--- config.mk ---
export PLATFORM = sky130hd
export DESIGN_NAME = hcr_regs
export DESIGN_NICKNAME = d
export VERILOG_FILES = /design/src/inc/hcr_pkg.sv /design/src/core/hcr_regs.sv /design/src/core/hcr_sync3.sv /design/src/core/hcr_rom_reader.sv
export VERILOG_INCLUDE_DIRS = /design/src /design/src/inc
export SDC_FILE = /design/constraint.sdc
export NUM_CORES = 1
export LEC_CHECK = 0
export ABC_AREA = 1
export BUFFER_PORTS_ARGS = -buffer_cell sky130_fd_sc_hd__clkbuf_2
export CAP_MARGIN = 20
export CORE_AREA = 4 4 118 120
export DETAILED_ROUTE_END_ITERATION = 16
export DIE_AREA = 0 0 122 124
export GPL_TIMING_DRIVEN = 0
export PLACE_DENSITY = 0.89
export SLEW_MARGIN = 25
export SYNTH_ARGS = -nofsm -noshare
export SYNTH_HDL_FRONTEND = slang
export SYNTH_SLANG_ARGS = --single-unit
--- constraint.sdc ---
create_clock -name ref_clk_i -period 3.7 [get_ports ref_clk_i]
set_clock_uncertainty 0.2 [all_clocks]
set_input_delay 0.925 -clock ref_clk_i [delete_from_list [all_inputs] [get_ports ref_clk_i]]
set_output_delay 0.925 -clock ref_clk_i [all_outputs]
set_load 0.005 [all_outputs]
--- src/inc/hcr_defines.svh ---
// Offsets, field positions, reset values and timing counts for the host
// configuration register banks. Assumes a 16-bit register word.
`ifndef HCR_DEFINES_SVH
`define HCR_DEFINES_SVH

// Bank numbers reached through the host's bank select
`define HCR_BANK_ADDR 2'h2
`define HCR_BANK_CTRL 2'h3

// Register offsets inside a bank (byte offsets, word aligned)
`define HCR_OFS_ADDR_LOW 3'h0
`define HCR_OFS_ADDR_MID 3'h2
`define HCR_OFS_ADDR_HIGH 3'h4
`define HCR_OFS_BUS_SPEED 3'h0
`define HCR_OFS_ROM_CTRL 3'h2
`define HCR_OFS_SELFTEST 3'h4
`define HCR_OFS_SOFT_RST 3'h6

// Field positions
`define HCR_ROM_SW_EN_BIT 4
`define HCR_ROM_DIN_BIT 3
`define HCR_TX_DONE_BIT 12
`define HCR_TX_FAIL_BIT 11
`define HCR_RX_DONE_BIT 4
`define HCR_RX_FAIL_BIT 3
`define HCR_CFG_SPEED_BIT 1

// Reset values and the slow speed code
`define HCR_SPEED_RST 2'h0
`define HCR_SPEED_SLOW 2'h3
`define HCR_BASE_RST 16'h0300
`define HCR_WORD_RST 16'h0000

// Serial ROM word locations loaded after reset
`define HCR_ROM_LOC_BASE 6'h00
`define HCR_ROM_LOC_LOW 6'h01
`define HCR_ROM_LOC_MID 6'h02
`define HCR_ROM_LOC_HIGH 6'h03
`define HCR_ROM_LOC_CFG 6'h06

// Edges after reset release before the strap synchroniser output is trusted
`define HCR_STRAP_SETTLE 3'h4

// Serial ROM clock: least half period 1000 ns at 10 MHz (100 ns)
`define HCR_CLK_PERIOD_NS 100
`define HCR_ROM_HALF_NS 1000
`define HCR_ROM_HALF_CYC ((`HCR_ROM_HALF_NS + `HCR_CLK_PERIOD_NS - 1) / `HCR_CLK_PERIOD_NS)

`endif

--- src/inc/hcr_pkg.sv ---
// Types shared by the host configuration register banks.
// Assumes hcr_defines.svh is compiled alongside.
package hcr_pkg;

  typedef logic [15:0] hcr_word_t;

  // Host register access
  typedef struct packed {
    logic       rd;
    logic       wr;
    logic [1:0] bank;
    logic [2:0] ofs;
    hcr_word_t  wdata;
  } hcr_req_s;

  // Serial ROM pins driven by the block
  typedef struct packed {
    logic cs;
    logic sk;
    logic dout;
  } hcr_rom_pins_s;

  // Self-test status from the buffer memories
  typedef struct packed {
    logic tx_done;
    logic tx_fail;
    logic rx_done;
    logic rx_fail;
  } hcr_selftest_s;

  typedef enum logic [1:0] {
    HCR_SPD_125,
    HCR_SPD_62P5,
    HCR_SPD_41P66,
    HCR_SPD_25
  } hcr_speed_e;

endpackage

--- src/core/hcr_regs.sv ---
// Host configuration register banks: station address, internal bus
// speed, serial ROM control, memory self-test info and soft reset.
// Assumes the host bus unit has already decoded base and bank.
`timescale 1ns/1ps
`include "hcr_defines.svh"
module hcr_regs #(
  parameter int ROM_HALF_CYC = `HCR_ROM_HALF_CYC
) (
  input wire logic ref_clk_i,               // Clock, 10 MHz
  input wire logic rst_n_i,                 // Async reset, active low
  input wire logic clk_en_i,                // Clock enable
  input wire hcr_pkg::hcr_req_s req_i,      // Host register request
  output hcr_pkg::hcr_word_t rdata_o,       // Read data, registered
  input wire logic rom_present_strap_i,     // ROM fitted strap
  input wire logic rom_data_in_pin_i,       // ROM serial data in pin
  output logic rom_data_out_pin_o,          // ROM serial data out
  output logic rom_serial_clock_pin_o,      // ROM serial clock
  output logic rom_chip_select_pin_o,       // ROM chip select
  input wire hcr_pkg::hcr_selftest_s selftest_i, // Memory self-test status
  output hcr_pkg::hcr_word_t station_addr_low_word_o,  // Station address low
  output hcr_pkg::hcr_word_t station_addr_mid_word_o,  // Station address middle
  output hcr_pkg::hcr_word_t station_addr_high_word_o, // Station address high
  output hcr_pkg::hcr_word_t base_addr_o,   // Chip base address
  output hcr_pkg::hcr_speed_e internal_bus_speed_code_o, // Bus speed select
  output logic core_soft_reset_o,           // Reset to PHY, MAC, queue, DMA, switch
  output logic load_busy_o                  // Post-reset ROM load running
);
  import hcr_pkg::*;

  typedef enum logic [2:0] {
    HCR_L_STRAP,
    HCR_L_ISSUE,
    HCR_L_WAIT,
    HCR_L_IDLE
  } hcr_load_e;

  if (ROM_HALF_CYC < 1) begin : g_half_check
    $error("ROM_HALF_CYC must be at least one");
  end

  hcr_word_t addr_low_r, addr_mid_r, addr_high_r, base_r;
  hcr_speed_e speed_r;
  logic rom_sw_en_r;
  logic [2:0] rom_bits_r;
  logic soft_rst_r;
  hcr_word_t rdata_r;
  hcr_load_e load_r;
  logic [2:0] step_r;
  logic rom_start_r;
  logic [2:0] settle_r;

  logic din_sync;
  logic strap_sync;
  hcr_rom_pins_s ld_pins;
  logic ld_busy;
  logic ld_done;
  hcr_word_t ld_data;

  hcr_sync3 u_sync_din (
    .ref_clk_i(ref_clk_i),
    .rst_n_i(rst_n_i),
    .clk_en_i(clk_en_i),
    .pin_i(rom_data_in_pin_i),
    .level_o(din_sync)
  );

  hcr_sync3 u_sync_strap (
    .ref_clk_i(ref_clk_i),
    .rst_n_i(rst_n_i),
    .clk_en_i(clk_en_i),
    .pin_i(rom_present_strap_i),
    .level_o(strap_sync)
  );

  hcr_rom_reader #(
    .HALF_CYC(ROM_HALF_CYC)
  ) u_reader (
    .ref_clk_i(ref_clk_i),
    .rst_n_i(rst_n_i),
    .clk_en_i(clk_en_i),
    .start_i(rom_start_r),
    .addr_i(step_loc(step_r)),
    .din_i(din_sync),
    .pins_o(ld_pins),
    .busy_o(ld_busy),
    .done_o(ld_done),
    .data_o(ld_data)
  );

  // Load sequence order: base, low, mid, high, config word
  function automatic logic [5:0] step_loc(input logic [2:0] s);
    unique case (s)
      3'h0: step_loc = `HCR_ROM_LOC_BASE;
      3'h1: step_loc = `HCR_ROM_LOC_LOW;
      3'h2: step_loc = `HCR_ROM_LOC_MID;
      3'h3: step_loc = `HCR_ROM_LOC_HIGH;
      default: step_loc = `HCR_ROM_LOC_CFG;
    endcase
  endfunction

  // Register decode
  wire in_addr_bank = (req_i.bank == `HCR_BANK_ADDR);
  wire in_ctrl_bank = (req_i.bank == `HCR_BANK_CTRL);
  wire sel_low = in_addr_bank && (req_i.ofs == `HCR_OFS_ADDR_LOW);
  wire sel_mid = in_addr_bank && (req_i.ofs == `HCR_OFS_ADDR_MID);
  wire sel_high = in_addr_bank && (req_i.ofs == `HCR_OFS_ADDR_HIGH);
  wire sel_speed = in_ctrl_bank && (req_i.ofs == `HCR_OFS_BUS_SPEED);
  wire sel_rom = in_ctrl_bank && (req_i.ofs == `HCR_OFS_ROM_CTRL);
  wire sel_test = in_ctrl_bank && (req_i.ofs == `HCR_OFS_SELFTEST);
  wire sel_srst = in_ctrl_bank && (req_i.ofs == `HCR_OFS_SOFT_RST);

  wire loading = (load_r != HCR_L_IDLE);
  wire ld_word_done = (load_r == HCR_L_WAIT) && ld_done;

  // Host writes are ignored while the loader fills the registers
  wire wr_ok = req_i.wr && !loading;

  // bit 3 reads synchronised data pin
  wire hcr_word_t rom_ctrl_view = {11'h000, rom_sw_en_r, din_sync, rom_bits_r};
  wire hcr_word_t test_view = {3'h0, selftest_i.tx_done, selftest_i.tx_fail, 6'h00,
                               selftest_i.rx_done, selftest_i.rx_fail, 3'h0};

  wire hcr_word_t rd_mux = sel_low ? addr_low_r :
                           sel_mid ? addr_mid_r :
                           sel_high ? addr_high_r :
                           sel_speed ? {14'h0000, speed_r} :
                           sel_rom ? rom_ctrl_view :
                           sel_test ? test_view :
                           sel_srst ? {15'h0000, soft_rst_r} :
                           16'h0000;

  // strap high starts load after reset
  always_ff @(posedge ref_clk_i or negedge rst_n_i) begin
    if (!rst_n_i) begin
      load_r <= HCR_L_STRAP;
      step_r <= 3'h0;
      rom_start_r <= 1'b0;
    end else if (clk_en_i) begin
      rom_start_r <= 1'b0;
      unique case (load_r)
        HCR_L_STRAP: begin
          // Deciding earlier would read the synchroniser's reset value
          if (settle_r == `HCR_STRAP_SETTLE) begin
            load_r <= strap_sync ? HCR_L_ISSUE : HCR_L_IDLE;
          end
        end
        HCR_L_ISSUE: begin
          rom_start_r <= 1'b1;
          load_r <= HCR_L_WAIT;
        end
        HCR_L_WAIT: begin
          if (ld_done) begin
            step_r <= step_r + 3'h1;
            load_r <= (step_r == 3'h4) ? HCR_L_IDLE : HCR_L_ISSUE;
          end
        end
        HCR_L_IDLE: begin
          load_r <= HCR_L_IDLE;
        end
      endcase
    end
  end

  // Strap sync output is valid only from the fourth edge after release
  always_ff @(posedge ref_clk_i or negedge rst_n_i) begin
    if (!rst_n_i) begin
      settle_r <= 3'h0;
    end else if (clk_en_i && settle_r != `HCR_STRAP_SETTLE) begin
      settle_r <= settle_r + 3'h1;
    end
  end

  // station address words, loaded from ROM
  always_ff @(posedge ref_clk_i or negedge rst_n_i) begin
    if (!rst_n_i) begin
      addr_low_r <= `HCR_WORD_RST;
      addr_mid_r <= `HCR_WORD_RST;
      addr_high_r <= `HCR_WORD_RST;
    end else if (clk_en_i) begin
      if (ld_word_done && step_r == 3'h1) addr_low_r <= ld_data;
      else if (wr_ok && sel_low) addr_low_r <= req_i.wdata;
      if (ld_word_done && step_r == 3'h2) addr_mid_r <= ld_data;
      else if (wr_ok && sel_mid) addr_mid_r <= req_i.wdata;
      if (ld_word_done && step_r == 3'h3) addr_high_r <= ld_data;
      else if (wr_ok && sel_high) addr_high_r <= req_i.wdata;
    end
  end

  // base lives with the bus unit, never soft reset
  always_ff @(posedge ref_clk_i or negedge rst_n_i) begin
    if (!rst_n_i) begin
      base_r <= `HCR_BASE_RST;
    end else if (clk_en_i && ld_word_done && step_r == 3'h0) begin
      base_r <= {ld_data[15:5], 5'h00};
    end
  end

  // config bit 1 picks 00 or 11
  always_ff @(posedge ref_clk_i or negedge rst_n_i) begin
    if (!rst_n_i) begin
      speed_r <= hcr_speed_e'(`HCR_SPEED_RST);
    end else if (clk_en_i) begin
      if (ld_word_done && step_r == 3'h4) begin
        speed_r <= ld_data[`HCR_CFG_SPEED_BIT] ? hcr_speed_e'(`HCR_SPEED_SLOW)
                                               : hcr_speed_e'(`HCR_SPEED_RST);
      end else if (wr_ok && sel_speed) begin
        speed_r <= hcr_speed_e'(req_i.wdata[1:0]);
      end
    end
  end

  // soft reset bit held by host
  always_ff @(posedge ref_clk_i or negedge rst_n_i) begin
    if (!rst_n_i) begin
      rom_sw_en_r <= 1'b0;
      rom_bits_r <= 3'h0;
      soft_rst_r <= 1'b0;
    end else if (clk_en_i) begin
      if (wr_ok && sel_rom) begin
        rom_sw_en_r <= req_i.wdata[`HCR_ROM_SW_EN_BIT];
        rom_bits_r <= req_i.wdata[2:0];
      end
      if (wr_ok && sel_srst) soft_rst_r <= req_i.wdata[0];
    end
  end

  always_ff @(posedge ref_clk_i or negedge rst_n_i) begin
    if (!rst_n_i) begin
      rdata_r <= 16'h0000;
    end else if (clk_en_i && req_i.rd) begin
      rdata_r <= rd_mux;
    end
  end

  // loader owns pins unless software enabled
  // software toggles pins directly, no timing added
  wire sw_pins = rom_sw_en_r && !loading;
  assign rom_data_out_pin_o = sw_pins ? rom_bits_r[2] : ld_pins.dout;
  assign rom_serial_clock_pin_o = sw_pins ? rom_bits_r[1] : ld_pins.sk;
  assign rom_chip_select_pin_o = sw_pins ? rom_bits_r[0] : ld_pins.cs;

  assign rdata_o = rdata_r;
  assign station_addr_low_word_o = addr_low_r;
  assign station_addr_mid_word_o = addr_mid_r;
  assign station_addr_high_word_o = addr_high_r;
  assign base_addr_o = base_r;
  assign internal_bus_speed_code_o = speed_r;
  // soft reset reaches the core only
  assign core_soft_reset_o = soft_rst_r;
  assign load_busy_o = loading || ld_busy;
endmodule

--- src/core/hcr_sync3.sv ---
// Three-stage synchroniser for a pin level; the output changes once
// stages two and three agree. Assumes one clock and a clock enable.
`timescale 1ns/1ps
module hcr_sync3 (
  input wire logic ref_clk_i, // Clock
  input wire logic rst_n_i,   // Async reset, active low
  input wire logic clk_en_i,  // Clock enable
  input wire logic pin_i,     // Asynchronous pin level
  output logic level_o        // Filtered level
);
  logic [2:0] stage_r;
  logic level_r;

  always_ff @(posedge ref_clk_i or negedge rst_n_i) begin
    if (!rst_n_i) begin
      stage_r <= 3'h0;
      level_r <= 1'b0;
    end else if (clk_en_i) begin
      stage_r <= {stage_r[1:0], pin_i};
      if (stage_r[1] == stage_r[2]) begin
        level_r <= stage_r[2];
      end
    end
  end

  assign level_o = level_r;
endmodule

--- src/core/hcr_rom_reader.sv ---
// Microwire-style serial ROM word reader used by the post-reset loader.
// Assumes a part organised as 64 x 16 with start bit 1 and READ opcode 10.
`timescale 1ns/1ps
`include "hcr_defines.svh"
module hcr_rom_reader #(
  parameter int HALF_CYC = `HCR_ROM_HALF_CYC
) (
  input wire logic ref_clk_i,          // Clock
  input wire logic rst_n_i,            // Async reset, active low
  input wire logic clk_en_i,           // Clock enable
  input wire logic start_i,            // Start one word read, pulse
  input wire logic [5:0] addr_i,       // Word location
  input wire logic din_i,              // Synchronised serial data in
  output hcr_pkg::hcr_rom_pins_s pins_o, // Serial ROM pins
  output logic busy_o,                 // Read in progress
  output logic done_o,                 // Word ready, pulse
  output hcr_pkg::hcr_word_t data_o    // Word read
);
  import hcr_pkg::*;

  // Tick counter is 16 bits wide
  if (HALF_CYC < 1 || HALF_CYC > 65535) begin : g_half_check
    $error("HALF_CYC out of range");
  end

  // 1 start + 2 opcode + 6 address + 1 dummy zero + 16 data
  localparam logic [5:0] LAST_BIT = 6'd25;

  logic [15:0] tick_r;
  logic [5:0] bit_r;
  logic [8:0] cmd_r;
  hcr_word_t data_r;
  hcr_rom_pins_s pins_r;
  logic busy_r;
  logic done_r;

  wire tick_end = (tick_r == 16'(HALF_CYC - 1));
  wire rise = tick_end && !pins_r.sk;
  wire fall = tick_end && pins_r.sk;

  always_ff @(posedge ref_clk_i or negedge rst_n_i) begin
    if (!rst_n_i) begin
      tick_r <= 16'h0000;
      bit_r <= 6'h00;
      cmd_r <= 9'h000;
      data_r <= 16'h0000;
      pins_r <= '0;
      busy_r <= 1'b0;
      done_r <= 1'b0;
    end else if (clk_en_i) begin
      done_r <= 1'b0;
      if (!busy_r) begin
        tick_r <= 16'h0000;
        if (start_i) begin
          busy_r <= 1'b1;
          bit_r <= 6'h00;
          // Start bit leaves now; opcode, address and a trailing zero follow
          cmd_r <= {2'b10, addr_i, 1'b0};
          pins_r <= '{cs: 1'b1, sk: 1'b0, dout: 1'b1};
        end
      end else begin
        tick_r <= tick_end ? 16'h0000 : tick_r + 16'h0001;
        if (rise) begin
          pins_r.sk <= 1'b1;
          if (bit_r > 6'd9) begin
            data_r <= {data_r[14:0], din_i};
          end
        end
        if (fall) begin
          pins_r.sk <= 1'b0;
          bit_r <= bit_r + 6'h01;
          pins_r.dout <= cmd_r[8];
          cmd_r <= {cmd_r[7:0], 1'b0};
          if (bit_r == LAST_BIT) begin
            busy_r <= 1'b0;
            done_r <= 1'b1;
            pins_r <= '0;
          end
        end
      end
    end
  end

  assign pins_o = pins_r;
  assign busy_o = busy_r;
  assign done_o = done_r;
  assign data_o = data_r;
endmodule

After elaboration in Yosys (flattened, before gate mapping)

Index checks and enable logic that the tools add are counted.

Register bits: 152
Bits of input ports: 32
Output and inout bits: 87
Word-level logic and storage cells: 152

Add/subtract/negate cells: 4
Magnitude comparators: 1
Eq/ne operators: 24
Mux-type cells: 46
Reduce and logical (&&, ||, !) cells: 51

Operators with widths:

| kind                                               | number |
|---|---|
| 2-to-1 mux 16 bit                                  | 11 |
| 2-to-1 mux 13 bit                                  | 3 |
| 2-to-1 mux 9 bit                                   | 3 |
| logical AND 1 bit                                  | 26 |
| case mux 3 bit (4 select lines)                    | 2 |
| 2-to-1 mux 3 bit                                   | 6 |
| 2-to-1 mux 6 bit                                   | 3 |
| adder 16 x 1 -> 16 bit, second input constant      | 1 |
| == test 16 x 4 -> 1 bit, second input constant     | 1 |
| AND reduction 2 bit                                | 8 |
| == test 3 x 2 -> 1 bit, second input constant      | 5 |
| 2-to-1 mux 1 bit                                   | 13 |
| == test 3 bit, second input constant               | 4 |
| AND reduction 3 bit                                | 4 |
| 2-to-1 mux 2 bit                                   | 5 |
| nonzero test 2 bit                                 | 5 |
| logical NOT 3 bit                                  | 3 |
| AND reduction 4 bit                                | 2 |
| adder 3 x 1 -> 3 bit, second input constant        | 2 |
| adder 6 x 1 -> 6 bit, second input constant        | 1 |
| == test 3 x 1 -> 1 bit, second input constant      | 2 |
| == test 6 x 5 -> 1 bit, second input constant      | 1 |
| > comparator 6 x 4 -> 1 bit, second input constant | 1 |
| inequality test 2 bit, second input constant       | 3 |
| 7 further kinds                                    | 11 |

Longest topological paths before layout

Gate-level depths: netlist (run 1).

Depth after elaboration: 9
Mapped depth: 10

By module

Synthesis (run 1) repeated with hierarchy kept, for this count alone.

Cells, all modules: 1,023
Area total of the unflattened synthesis: 8,147.8 um^2

Modules (own cells, without submodules):

| module         | times used | cells an instance | area an instance (um^2) | sequential area each (um^2) |
|---|---|---|---|---|
| hcr_regs       | 1          | 589               | 4,898.4                 | 2,279.7 |
| hcr_rom_reader | 1          | 394               | 2,921.6                 | 1,276.2 |
| hcr_sync3      | 2          | 20                | 163.9                   | 100.1 |

Least setup slack after synthesis (run 1)

No wires, ideal clock.

Path type: flip-flop to output port
Start point: reg load_r[1]
End point: out rom_chip_select_pin_o
Data arrival time: 1.090 ns
Setup slack: 1.485 ns
Cell stages (with the launch flop): 5
Path through: dfrtp_1 nand2_1 clkinv_1 nand2_1 mux2_2

Word-level cells in the longest chain between the ends: 4

Ends and longest elaborated chain:

| item                           | line            | source |
|---|---|---|
| start: declaration             | hcr_regs.sv:47  | `hcr_load_e load_r;` |
| start signal: assignment       | hcr_regs.sv:144 | `load_r <= strap_sync ? HCR_L_ISSUE : HCR_L_IDLE;` |
| start signal: assignment       | hcr_regs.sv:154 | `load_r <= (step_r == 3'h4) ? HCR_L_IDLE : HCR_L_ISSUE;` |
| inequality test 3 x 2 -> 1 bit | hcr_regs.sv:112 | `wire loading = (load_r != HCR_L_IDLE);` |
| logical NOT 1 bit              | hcr_regs.sv:237 | `wire sw_pins = rom_sw_en_r && !loading;` |
| logical AND 1 bit              | hcr_regs.sv:237 |  |
| 2-to-1 mux 1 bit               | hcr_regs.sv:240 | `assign rom_chip_select_pin_o = sw_pins ? rom_bits_r[0] : ld_pins.cs;` |
| end: declaration               | hcr_regs.sv:18  | `output logic rom_chip_select_pin_o,` |

No other way between the ends.

Worst setup path after layout (run 1)

Start point: reg load_r[1]
End point: out rom_data_out_pin_o

Word-level cells in the longest chain between the ends: 4

Ends and longest elaborated chain:

| item                           | line            | source |
|---|---|---|
| inequality test 3 x 2 -> 1 bit | hcr_regs.sv:112 |  |
| logical NOT 1 bit              | hcr_regs.sv:237 |  |
| logical AND 1 bit              | hcr_regs.sv:237 |  |
| 2-to-1 mux 1 bit               | hcr_regs.sv:238 | `assign rom_data_out_pin_o = sw_pins ? rom_bits_r[2] : ld_pins.dout;` |
| end: declaration               | hcr_regs.sv:16  | `output logic rom_data_out_pin_o,` |

No other way between the ends.

==> out/qor.txt, run 1 <==
RSZ-0062 raised after global routing - no
Die width - 122 um
CP Launch Type - register
Max Freq - 340 MHz
Mux share of post-synthesis cell area - 0.563%
Arrival @ worst endpoint - 1.81 ns
Crit Path Class - reg -> out
DP Cell Count - 1215
Full die area - 15100 sq um
N_diodes - 0
Finished Layout Cells - 1247
Slew Limit Fails - 0
Final WS setup - 0.762 ns
Most frequent cell after synthesis - nand2_1
Global Route Usage Sum - 27.9%
Top cell type by total area after synthesis - dfrtp_1
Final setup TNS - 0 ns
FP Rows - 42
XOR/XNOR Fraction of Synth Area - 0.811%
Comb pwr share - 15.7%
Core Box Area - 13000 sq um
Final antenna-violating net count - 0
Compound-gate portion of the synthesized area - 16.3%
Switching power - 1.32 mW
Initial antenna violation count - 0
Post-Syn Area - 7560 sq um
Routed vias - 7166
Switching Fraction - 29.1%
Vias in the first global route - 6665
Status - finished, final reports clean
Remaining global-route overflow - 0
CTS H-tree depth - 4
Synth area leaders - dfrtp_1 49%, nand2_1 10%, nor2_1 5.8%
Drt pass-1 iters - 6
Postcts setup bufs - 0
WP data required - 2.57 ns
Clock root cell - clkbuf_16
Clock network power share - 39.2%
Synthesis-to-finish area growth - 19.4%
Resized cells post-CTS - 0
Synth Area in Simple Gates - 21.8%
Number of DRC markers in iteration 0 - 813
Post-Syn Instances - 921
IO Pins - 119
Sequential-to-total area share from yosys stat - 49.7%
Via density - 5.75
Drt total wl - 21200 um
FILL cells - 889
Max-cap violation count - 0
Maximum VDD drop - 262 uV
Share of the synthesized area in the top cell type - 49.0%
Pwr dens - 503 nW/um^2
Clock buffer depth - 2
LEAKAGE - 4.43 nW
Fin. Hold Viols - 0
FFs w/ async S/R, synth - 100%
Initial Util - 58.2%
IO buf count - 112
Crit share post-route - 79.4%
DP HPWL - 14400 um
Adder-cell area share of the yosys netlist - 1.99%
Hold_buf cts - 0
Sink Count - 150
Worst-path maximum fanout - 5
Synth warnings - 0
Combinational family with the most area after synthesis - simple AND/OR/NAND/NOR gates
Wirelength per Cell - 17.0 um
HP Class - in -> async
Pre-CTS setup slack - 1.12 ns
Pin count of the biggest net entering global routing - 56
Int Power - 3.22 mW
Drt drc - 0
Post-synthesis cell type count - 37
Die height - 124 um
Worst r2r path cells - 9
Register bit total from synthesis - 150
Fraction of final layout cells sized beyond drive strength 1 - 20.3%
Final setup viols - 0
Net count, final - 1102
Global-route wire length before repair - 33000 um
Capturing element type of the critical path - output port
TritonCTS Buffers - 17
Number of flops mapped to enable cells by yosys - 0
Clock Latency Late Sink - 0.43 ns
CTS tree - done
Main synth FF type - dfrtp_1
CTS clk-pin slew, worst paths - 0.07 ns
Synth cell count leaders - 206 x nand2_1, 148 x dfrtp_1, 116 x nor2_1
Reg power frac - 45.1%
Gpl congestion - 0.941
Syn avg cell area - 8.21 sq um
Tmin final - 2.94 ns
## cell usage in the layout, fill, tap and decap left out, types with 3 or more instances in the layout
cell / instances
clkinvlp_4: 3
clkbuf_16: 17
o21ai_1: 40
o21ai_0: 75
a21oi_2: 3
xnor2_1: 4
nor3_1: 8
bufinv_16: 3
o21a_1: 4
nor2_2: 3
nand2_1: 206
dfrtp_1: 148
a21oi_1: 29
nor2_4: 4
o211ai_1: 36
clkbuf_1: 5
o21ai_4: 3
clkbuf_2: 111
buf_2: 20
xor2_1: 3
ha_1: 12
nor2_1: 116
clkinv_2: 5
nand3_1: 34
clkbuf_8: 3
nand4_1: 10
inv_1: 100
buf_4: 9
o21ai_2: 7
or2_2: 3
nand3b_1: 3
conb_1: 5
buf_6: 8
o22ai_1: 11
## worst paths after layout
kind | startpoint | end | slack [ns]
setup / recovery | load_r[1] | rom_data_out_pin_o | 0.76
hold / removal | rst_n_i | core_soft_reset_o | 0.22
setup reg to reg | u_reader.bit_r[0] | u_reader.data_o[2] | 1.66
hold reg to reg | u_reader.cmd_r[4] | u_reader.cmd_r[4] | 0.28
max in group asynchronous | rst_n_i | base_addr_o[9] | 2.41
min in group ref_clk_i | u_reader.cmd_r[4] | u_reader.cmd_r[4] | 0.28
## flip-flops by register name (all words and copies together) (netlist names), 2 cells and up
name                       cells
rom_bits_r                     3
station_addr_mid_word_o       16
u_reader.data_o               16
station_addr_low_word_o       16
u_sync_din.stage_r             3
u_reader.bit_r                 6
step_r                         3
rdata_o                       16
u_reader.pins_o                3
u_reader.tick_r               16
u_reader.cmd_r                 8
base_addr_o                   11
internal_bus_speed_code_o      2
load_r                         2
station_addr_high_word_o      16
settle_r                       3
u_sync_strap.stage_r           3
## metrics by stage
step | power [mW] | cell area, sq um | hold slack (ns) | utilization, %
after global placement | 2.68 | 8350 | 0.257 | 64.4
after CTS | 4.53 | 9030 | 0.237 | 69.5
after floorplan | 2.41 | 7570 | 0.236 | -
after global routing | 4.72 | 9030 | 0.248 | 69.5
final | 4.54 | 9030 | 0.223 | 69.5
after detailed placement | 2.73 | 8420 | 0.261 | 64.9
## cells by family after synthesis
kind of cell | Yosys count
other | 1
AOI/OAI and AO/OA | 209
and+or+nand+nor | 392
buffers and inverters | 146
xor gates and xnor gates | 7
DFF | 150
adders and majority gates | 12
muxes | 4
## per-layer routing
layer	track usage (%)	vias up	routed length [um]
li1	-	3273	-
met1	34.8	3350	8100
met2	46.5	452	10300
met3	6.54	91	2020
met4	12.8	0	800
met5	0	-	0
## critical path, stage by stage, from the launching register on
cell and delay (ns):
dfrtp_1 0.45, nand2_1 0.10, clkinv_1 0.16, nand2_1 0.18, mux2_2 0.37, clkbuf_2 0.12
## area by class of cell
type | instances | area, sq um | area share, %
sequential | 150 | 3760 | 41.6
multi-input combinational | 629 | 3150 | 34.9
timing repair buffer | 114 | 624 | 6.92
clock buffer | 19 | 453 | 5.02
inverter | 104 | 390 | 4.32
buffer | 42 | 277 | 3.06
tap | 176 | 220 | 2.44
clock inverter | 13 | 155 | 1.72
## power groups by stage
stage	registers (mW)	clock network (mW)	logic, mW
after global placement	2.05	0	0.633
after global routing	2.07	1.86	0.792
after detailed placement	2.06	0	0.673
after CTS	2.04	1.78	0.707
after floorplan	2.03	0	0.384
final	2.05	1.78	0.711
Note: power is estimated with default switching activity, not from simulation.
==> run 2, diff against run 1 <==
CORE_AREA = 4 4 121 123   (was 4 4 118 120)
DIE_AREA = 0 0 125 127   (was 0 0 122 124)
PLACE_DENSITY = 0.86   (was 0.89)
clock period = 3.08 ns   (was 3.7 ns; I/O delays follow)
==> run 2 against run 1 <==
Compared with the run above:
- core utilization shrank 3.5 points
- final cell count up 0.24%
- combinational power is 16% higher
- via count is 0.93% lower
- clock-buffer cell count down 2
- total power is 21% higher
- flip-flop and latch count is the same
- clock power rose by 24%
- sequential share of layout area stayed put
- first-iteration DRC count up 17%
- design area did not move
- worst setup slack worse by 0.43 ns
==> out/qor.txt, run 2 (synthesis gave the netlist of run 1 again) <==
WP data required - 2.11 ns (-0.46 ns)
RSZ-0062 raised after global routing - no
Sink Count - 150 (unchanged)
Slowest Stage Delay on Critical Path - 0.45 ns (about the same)
CTS clk-pin slew, worst paths - 0.06 ns (about the same)
Final antenna-violating net count - 0 (unchanged)
Wirelength per Cell - 16.4 um (-3.5%)
IO buf count - 112 (unchanged)
Register area - 3760 sq um (unchanged)
Clock buffer depth - 2 (unchanged)
Die width - 125 um (+2.5%)
GR Util met1 - 32.7% (-2.1 points)
Drt pass-1 iters - 6 (unchanged)
Initial Util - 55.3% (-2.9 points)
Drt total wl - 20500 um (-3.2%)
Multi-input logic area - 3150 sq um (unchanged)
LEAKAGE - 4.42 nW (-0.44%)
Worst-path cell chain - nand2_1, clkinv_1, nand2_1, mux2_2, clkbuf_2
Fraction of final layout cells sized beyond drive strength 1 - 20.2% (-0.075 points)
N_diodes - 0 (unchanged)
Clock root cell - clkbuf_16
Number of DRC markers in iteration 0 - 950 (+17%)
Max-cap violation count - 0 (unchanged)
CP Launch Type - register
Global Route Usage Sum - 26.2% (-1.7 points)
Capturing element type of the critical path - output port
Via density - 5.68 (-1.2%)
Gpl congestion - 0.928 (-1.4%)
Pwr dens - 607 nW/um^2 (+21%)
Drt drc - 0 (unchanged)
Worst-Margin Slew - 0.631 ns
GRT busiest layer - met2
Final setup viols - 0 (unchanged)
CTS tree - done
HP Class - in -> async
Status - finished, final reports clean
IO Pins - 119 (unchanged)
Critical-path top delay cell - dfrtp_1
Clock Latency Late Sink - 0.43 ns (about the same)
Remaining global-route overflow - 0 (unchanged)
Reg-to-reg slack, setup - 1.08 ns (-0.58 ns)
Slew HR - 57.9%
Crit Path Class - reg -> out
Vias in the first global route - 6858 (+2.9%)
Tmin final - 2.74 ns
Placement-stage cell area - 8400 sq um (-0.27%)
DP HPWL - 14500 um (+0.27%)
Global-route wire length before repair - 33600 um (+1.9%)
GRT met3 Usage - 5.98% (-0.56 points)
TritonCTS Buffers - 17 (unchanged)
Most common cell after layout, fill and taps aside - nand2_1
Core Box Area - 13700 sq um (+5.3%)
Postcts setup bufs - 0 (unchanged)
Net count, final - 1101 (-0.091%)
Arrival @ worst endpoint - 1.77 ns (-0.04 ns)
Resized cells post-CTS - 0 (unchanged)
Fin. Hold Viols - 0 (unchanged)
Initial antenna violation count - 0 (unchanged)
Worst path most repeated cell - nand2_1
Full die area - 15900 sq um (+4.9%)
Pin count of the biggest net entering global routing - 81 (+45%)
Crit share post-route - 89.1%
Hold_buf cts - 0 (unchanged)
Power Total - 5.48 mW (+21%)
Maximum VDD drop - 435 uV (+66%)
Commonest cells after routing, fill and taps aside - 206 x nand2_1, 148 x dfrtp_1, 116 x nor2_1
RR Startpoint - u_reader.bit_r[0]
FP Rows - 43 (+2.4%)
Worst r2r path cells - 9 (unchanged)
CTS H-tree depth - 4 (unchanged)
Met2 track demand over resource - 43.2% (-3.3 points)
Slew Limit Fails - 0 (unchanged)
FILL cells - 1031 (+16%)
Max Freq - 364 MHz
Worst-path maximum fanout - 5 (unchanged)
R2R Path End - u_reader.data_o[2]
Synthesis-to-finish area growth - 19.4% (unchanged)
Die height - 127 um (+2.4%)
Routed vias - 7099 (-0.93%)
Finished Cell Area - 9030 sq um (unchanged)
run 2: cell count changes in the layout (fill, tap and decap cells not counted), sizes merged:
cell | previous run | this run
bufinv | 3 | 4
clkbuf | 136 | 134
inv | 102 | 103
clkinvlp | 3 | 6
clkinv | 9 | 6
buf | 39 | 38
run 2: power breakdown:
group | leakage (nW) | switching [mW] | internal (mW)
logic | 2.34 | 0.502 | 0.324
clock network | 0.288 | 0.847 | 1.36
registers | 1.78 | 0.226 | 2.23
total | 4.42 | 1.57 | 3.91
run 2: metal layers:
layer  part of all wire (%)  routed length [um]
met3                    8.6                1760
met5                      0                   0
met1                     39                8110
met4                    4.0                 813
met2                     48                9860
run 2: worst max-delay path: cells and delay by family, from the launching register on:
kind | cells | cell delay [ns]
simple gates | 2 | 0.27
flops | 1 | 0.45
buf+inv | 2 | 0.26
mux | 1 | 0.37
run 2: area by class of cell:
| cell class | instances | area share (%) |
|---|---|---|
| inverters | 104 | 4.32 |
| plain buffers | 42 | 3.06 |
| flip-flops and latches | 150 | 41.6 |
| clock buffers | 17 | 4.71 |
| well taps | 180 | 2.50 |
| clock inverters | 15 | 2.27 |
| repair buffers | 113 | 6.61 |
| multi-input cells | 629 | 34.9 |
run 2: worst max path at each step:
stage	startpoint	end	slack [ns]
2_1_floorplan	load_r[1]	rom_chip_select_pin_o	1.02
3_3_place_gp	rst_n_i	base_addr_o[7]	-1.43
3_5_place_dp	clk_en_i	u_reader.data_o[7]	0.68
4_1_cts	load_r[1]	rom_data_out_pin_o	0.33
5_1_grt	load_r[1]	rom_data_out_pin_o	0.26
6_report	load_r[1]	rom_data_out_pin_o	0.34
run 2: metrics by stage:
step                      worst slack (ns)  utilization [%]  hold slack [ns]  setup TNS [ns]  cells
after floorplan                       1.02                -            0.236               0    925
after CTS                            0.328             66.1            0.198               0   1250
after detailed placement             0.680             61.4            0.263               0   1218
final                                0.335             66.1            0.182               0   1250
after global routing                 0.261             66.1            0.225               0   1250
after global placement               -1.43             61.2            0.254         -211.25   1217
==> run 3, diff against run 2 <==
BUFFER_PORTS_ARGS = not set   (was -buffer_cell sky130_fd_sc_hd__clkbuf_2)
CORE_AREA = 4 4 118 120   (was 4 4 121 123)
CTS_BUF_LIST = sky130_fd_sc_hd__clkbuf_4 sky130_fd_sc_hd__clkbuf_8   (was not set)
DIE_AREA = 0 0 122 124   (was 0 0 125 127)
DONT_BUFFER_PORTS = 1   (was not set)
PLACE_DENSITY = 0.81   (was 0.86)
clock period = 3.45 ns   (was 3.08 ns; I/O delays follow)
==> run 3 against run 2 <==
Compared with the run above:
- the flow now finishes with violations (hold timing)
- critical path depth down 1
- combinational power down 39%
- core utilization down 2.9 points
- register-to-register slack better by 0.39 ns
- worst hold slack worse by 0.29 ns
- global-route usage down 0.81 points
- routed wire length down 8.9%
- via count down 10%
- total power down 25%
- final cell count down 9.4%
- design area down 9.1%
==> out/qor.txt, run 3 (synthesis gave the netlist of run 1 again) <==
Final setup viols - 0 (unchanged)
Fin. Hold Viols - 148 (+148)
FP Rows - 42 (-2.3%)
Worst path most repeated cell - nand2_1
Full die area - 15100 sq um (-4.7%)
Core Box Area - 13000 sq um (-5.0%)
RR Startpoint - step_r[0]
Critical-path top delay cell - dfrtp_1
Global-route wire length before repair - 30000 um (-11%)
Reg-to-reg slack, setup - 1.47 ns (+0.39 ns)
Clock root cell - clkbuf_8
Maximum VDD drop - 297 uV (-32%)
Synthesis-to-finish area growth - 8.49%
Worst-path maximum fanout - 5 (unchanged)
Reg power frac - 54.0% (+9.3 points)
Capturing element type of the critical path - output port
Switching Fraction - 29.3% (+0.55 points)
Crit path depth - 4 (-1)
Commonest cells after routing, fill and taps aside - 206 x nand2_1, 148 x dfrtp_1, 116 x nor2_1
CTS clk-pin slew, worst paths - 0.08 ns (+0.02 ns)
RSZ-0062 raised after global routing - no
Wirelength per Cell - 16.5 um (+0.54%)
Routed vias - 6362 (-10%)
Gpl congestion - 0.878 (-5.4%)
Initial antenna violation count - 0 (unchanged)
LEAKAGE - 3.85 nW (-13%)
Net count, final - 988 (-10%)
Failing checks - hold timing
R2R Path End - station_addr_mid_word_o[0]
Max-cap violation count - 0 (unchanged)
Most common cell after layout, fill and taps aside - nand2_1
Die width - 122 um (-2.4%)
Bufs and invs on worst path - 1 (-1)
Arrival @ worst endpoint - 1.67 ns (-0.10 ns)
CP endpoint - rom_chip_select_pin_o
Comb pwr share - 12.3% (-2.7 points)
CTS tree - done
HP Class - in -> async
Slew HR - 66.2% (+8.2 points)
Worst-path cell chain - nand2_1, clkinv_1, nand2_1, mux2_2
Vias in the first global route - 6045 (-12%)
Initial Util - 58.2% (+2.9 points)
CTS H-tree depth - 4 (unchanged)
Crit Path Class - reg -> out
Worst r2r path cells - 8 (-1)
Final antenna-violating net count - 0 (unchanged)
Final core utilization - 63.2% (-2.9 points)
IO buf count - 0 (-100%)
Worst-Margin Slew - 0.507 ns (-0.123 ns)
Status - finished, violations left
Final setup TNS - 0 ns (unchanged)
Hold WS - -0.110 ns (-0.292 ns)
CP Launch Type - register
Resized cells post-CTS - 0 (unchanged)
Slowest Stage Delay on Critical Path - 0.45 ns (about the same)
Drt pass-1 iters - 5 (-1)
Int Power - 2.90 mW (-26%)
Fraction of final layout cells sized beyond drive strength 1 - 10.8% (-9.4 points)
Pre-CTS setup slack - 1.13 ns (+0.448 ns)
Max Freq - 366 MHz
Clock Latency Late Sink - 0.46 ns (+0.03 ns)
IO Pins - 119 (unchanged)
Postcts setup bufs - 0 (unchanged)
Tmin final - 2.73 ns
Number of DRC markers in iteration 0 - 657 (-31%)
N_diodes - 0 (unchanged)
Crit share post-route - 79.1%
Global Route Usage Sum - 25.4% (-0.81 points)
Switching power - 1.20 mW (-24%)
Final WS setup - 0.719 ns (+0.384 ns)
Remaining global-route overflow - 0 (unchanged)
Drt total wl - 18700 um (-8.9%)
Pin count of the biggest net entering global routing - 151 (+86%)
Die height - 124 um (-2.4%)
Power Total - 4.10 mW (-25%)
Clock buffer depth - 2 (unchanged)
Cell family with most CP delay - flip-flops
Slew Limit Fails - 0 (unchanged)
DP HPWL - 13800 um (-4.6%)
WP data required - 2.39 ns (+0.28 ns)
TritonCTS Buffers - 17 (unchanged)
Pwr dens - 500 nW/um^2 (-18%)
Clock network power share - 33.8% (-6.4 points)
Crit path from - load_r[1]
Drt drc - 0 (unchanged)
Sink Count - 150 (unchanged)
Via density - 5.62 (-1.1%)
-- run 3: changes by cell type in the layout (fill, tap and decap cells not counted), sizes merged --
cell / delta
buf: -1
clkbuf: -110
inv: -1
clkinvlp: -2
clkinv: +2
bufinv: -1
-- run 3: metal layers --
| layer | global-route usage, % | vias up | wire length, um |
|---|---|---|---|
| met2 | 41.6 | 268 | 8820 |
| li1 | - | 3038 | - |
| met1 | 31.8 | 3011 | 7710 |
| met3 | 7.18 | 45 | 1650 |
| met4 | 10.7 | 0 | 536 |
| met5 | 0 | - | 0 |
-- run 3: worst min path at each step --
stage	startpoint	endpoint	slack, ns	cells past startpoint
after global routing	rst_n_i	rdata_o[2]	-0.13	0
final	rst_n_i	rdata_o[0]	-0.11	0
after detailed placement	u_reader.cmd_r[6]	u_reader.cmd_r[6]	0.26	2
after CTS	rst_n_i	u_reader.cmd_r[1]	-0.14	0
after global placement	u_reader.cmd_r[6]	u_reader.cmd_r[6]	0.26	2
after floorplan	u_reader.pins_o[0]	u_reader.pins_o[0]	0.24	2
-- run 3: worst reg2reg max path: cells and delay by family, from the launching register on --
family	cells	cell delay, ns
and+or+nand+nor	3	0.45
DFF	1	0.42
buffers and inverters	2	0.41
AOI/OAI and AO/OA	2	0.22
adders and majority gates	1	0.14
-- run 3: layout make-up --
| cell class | instances | area (sq um) |
|---|---|---|
| fillers | 1093 | 4780 |
| plain buffers | 42 | 277 |
| inverters | 104 | 390 |
| clock inverters | 13 | 158 |
| multi-input cells | 629 | 3150 |
| well taps | 176 | 220 |
| clock buffers | 19 | 249 |
| flip-flops and latches | 150 | 3760 |
-- run 3: power by group through the flow --
stage          sequential, mW  clock (mW)  combinational, mW
6_report                 2.21        1.39              0.504
5_1_grt                  2.24        1.47              0.588
4_1_cts                  2.21        1.40              0.502
3_5_place_dp             2.24           0              0.497
3_3_place_gp             2.24           0              0.474
2_1_floorplan            2.17           0              0.412
-- run 3: stage by stage --
step	std cells	instance area, sq um	hold WS, ns
4_1_cts	1133	8200	-0.135
3_5_place_dp	1101	7790	0.259
2_1_floorplan	925	7570	0.236
3_3_place_gp	1101	7790	0.257
6_report	1133	8200	-0.110
5_1_grt	1133	8200	-0.135
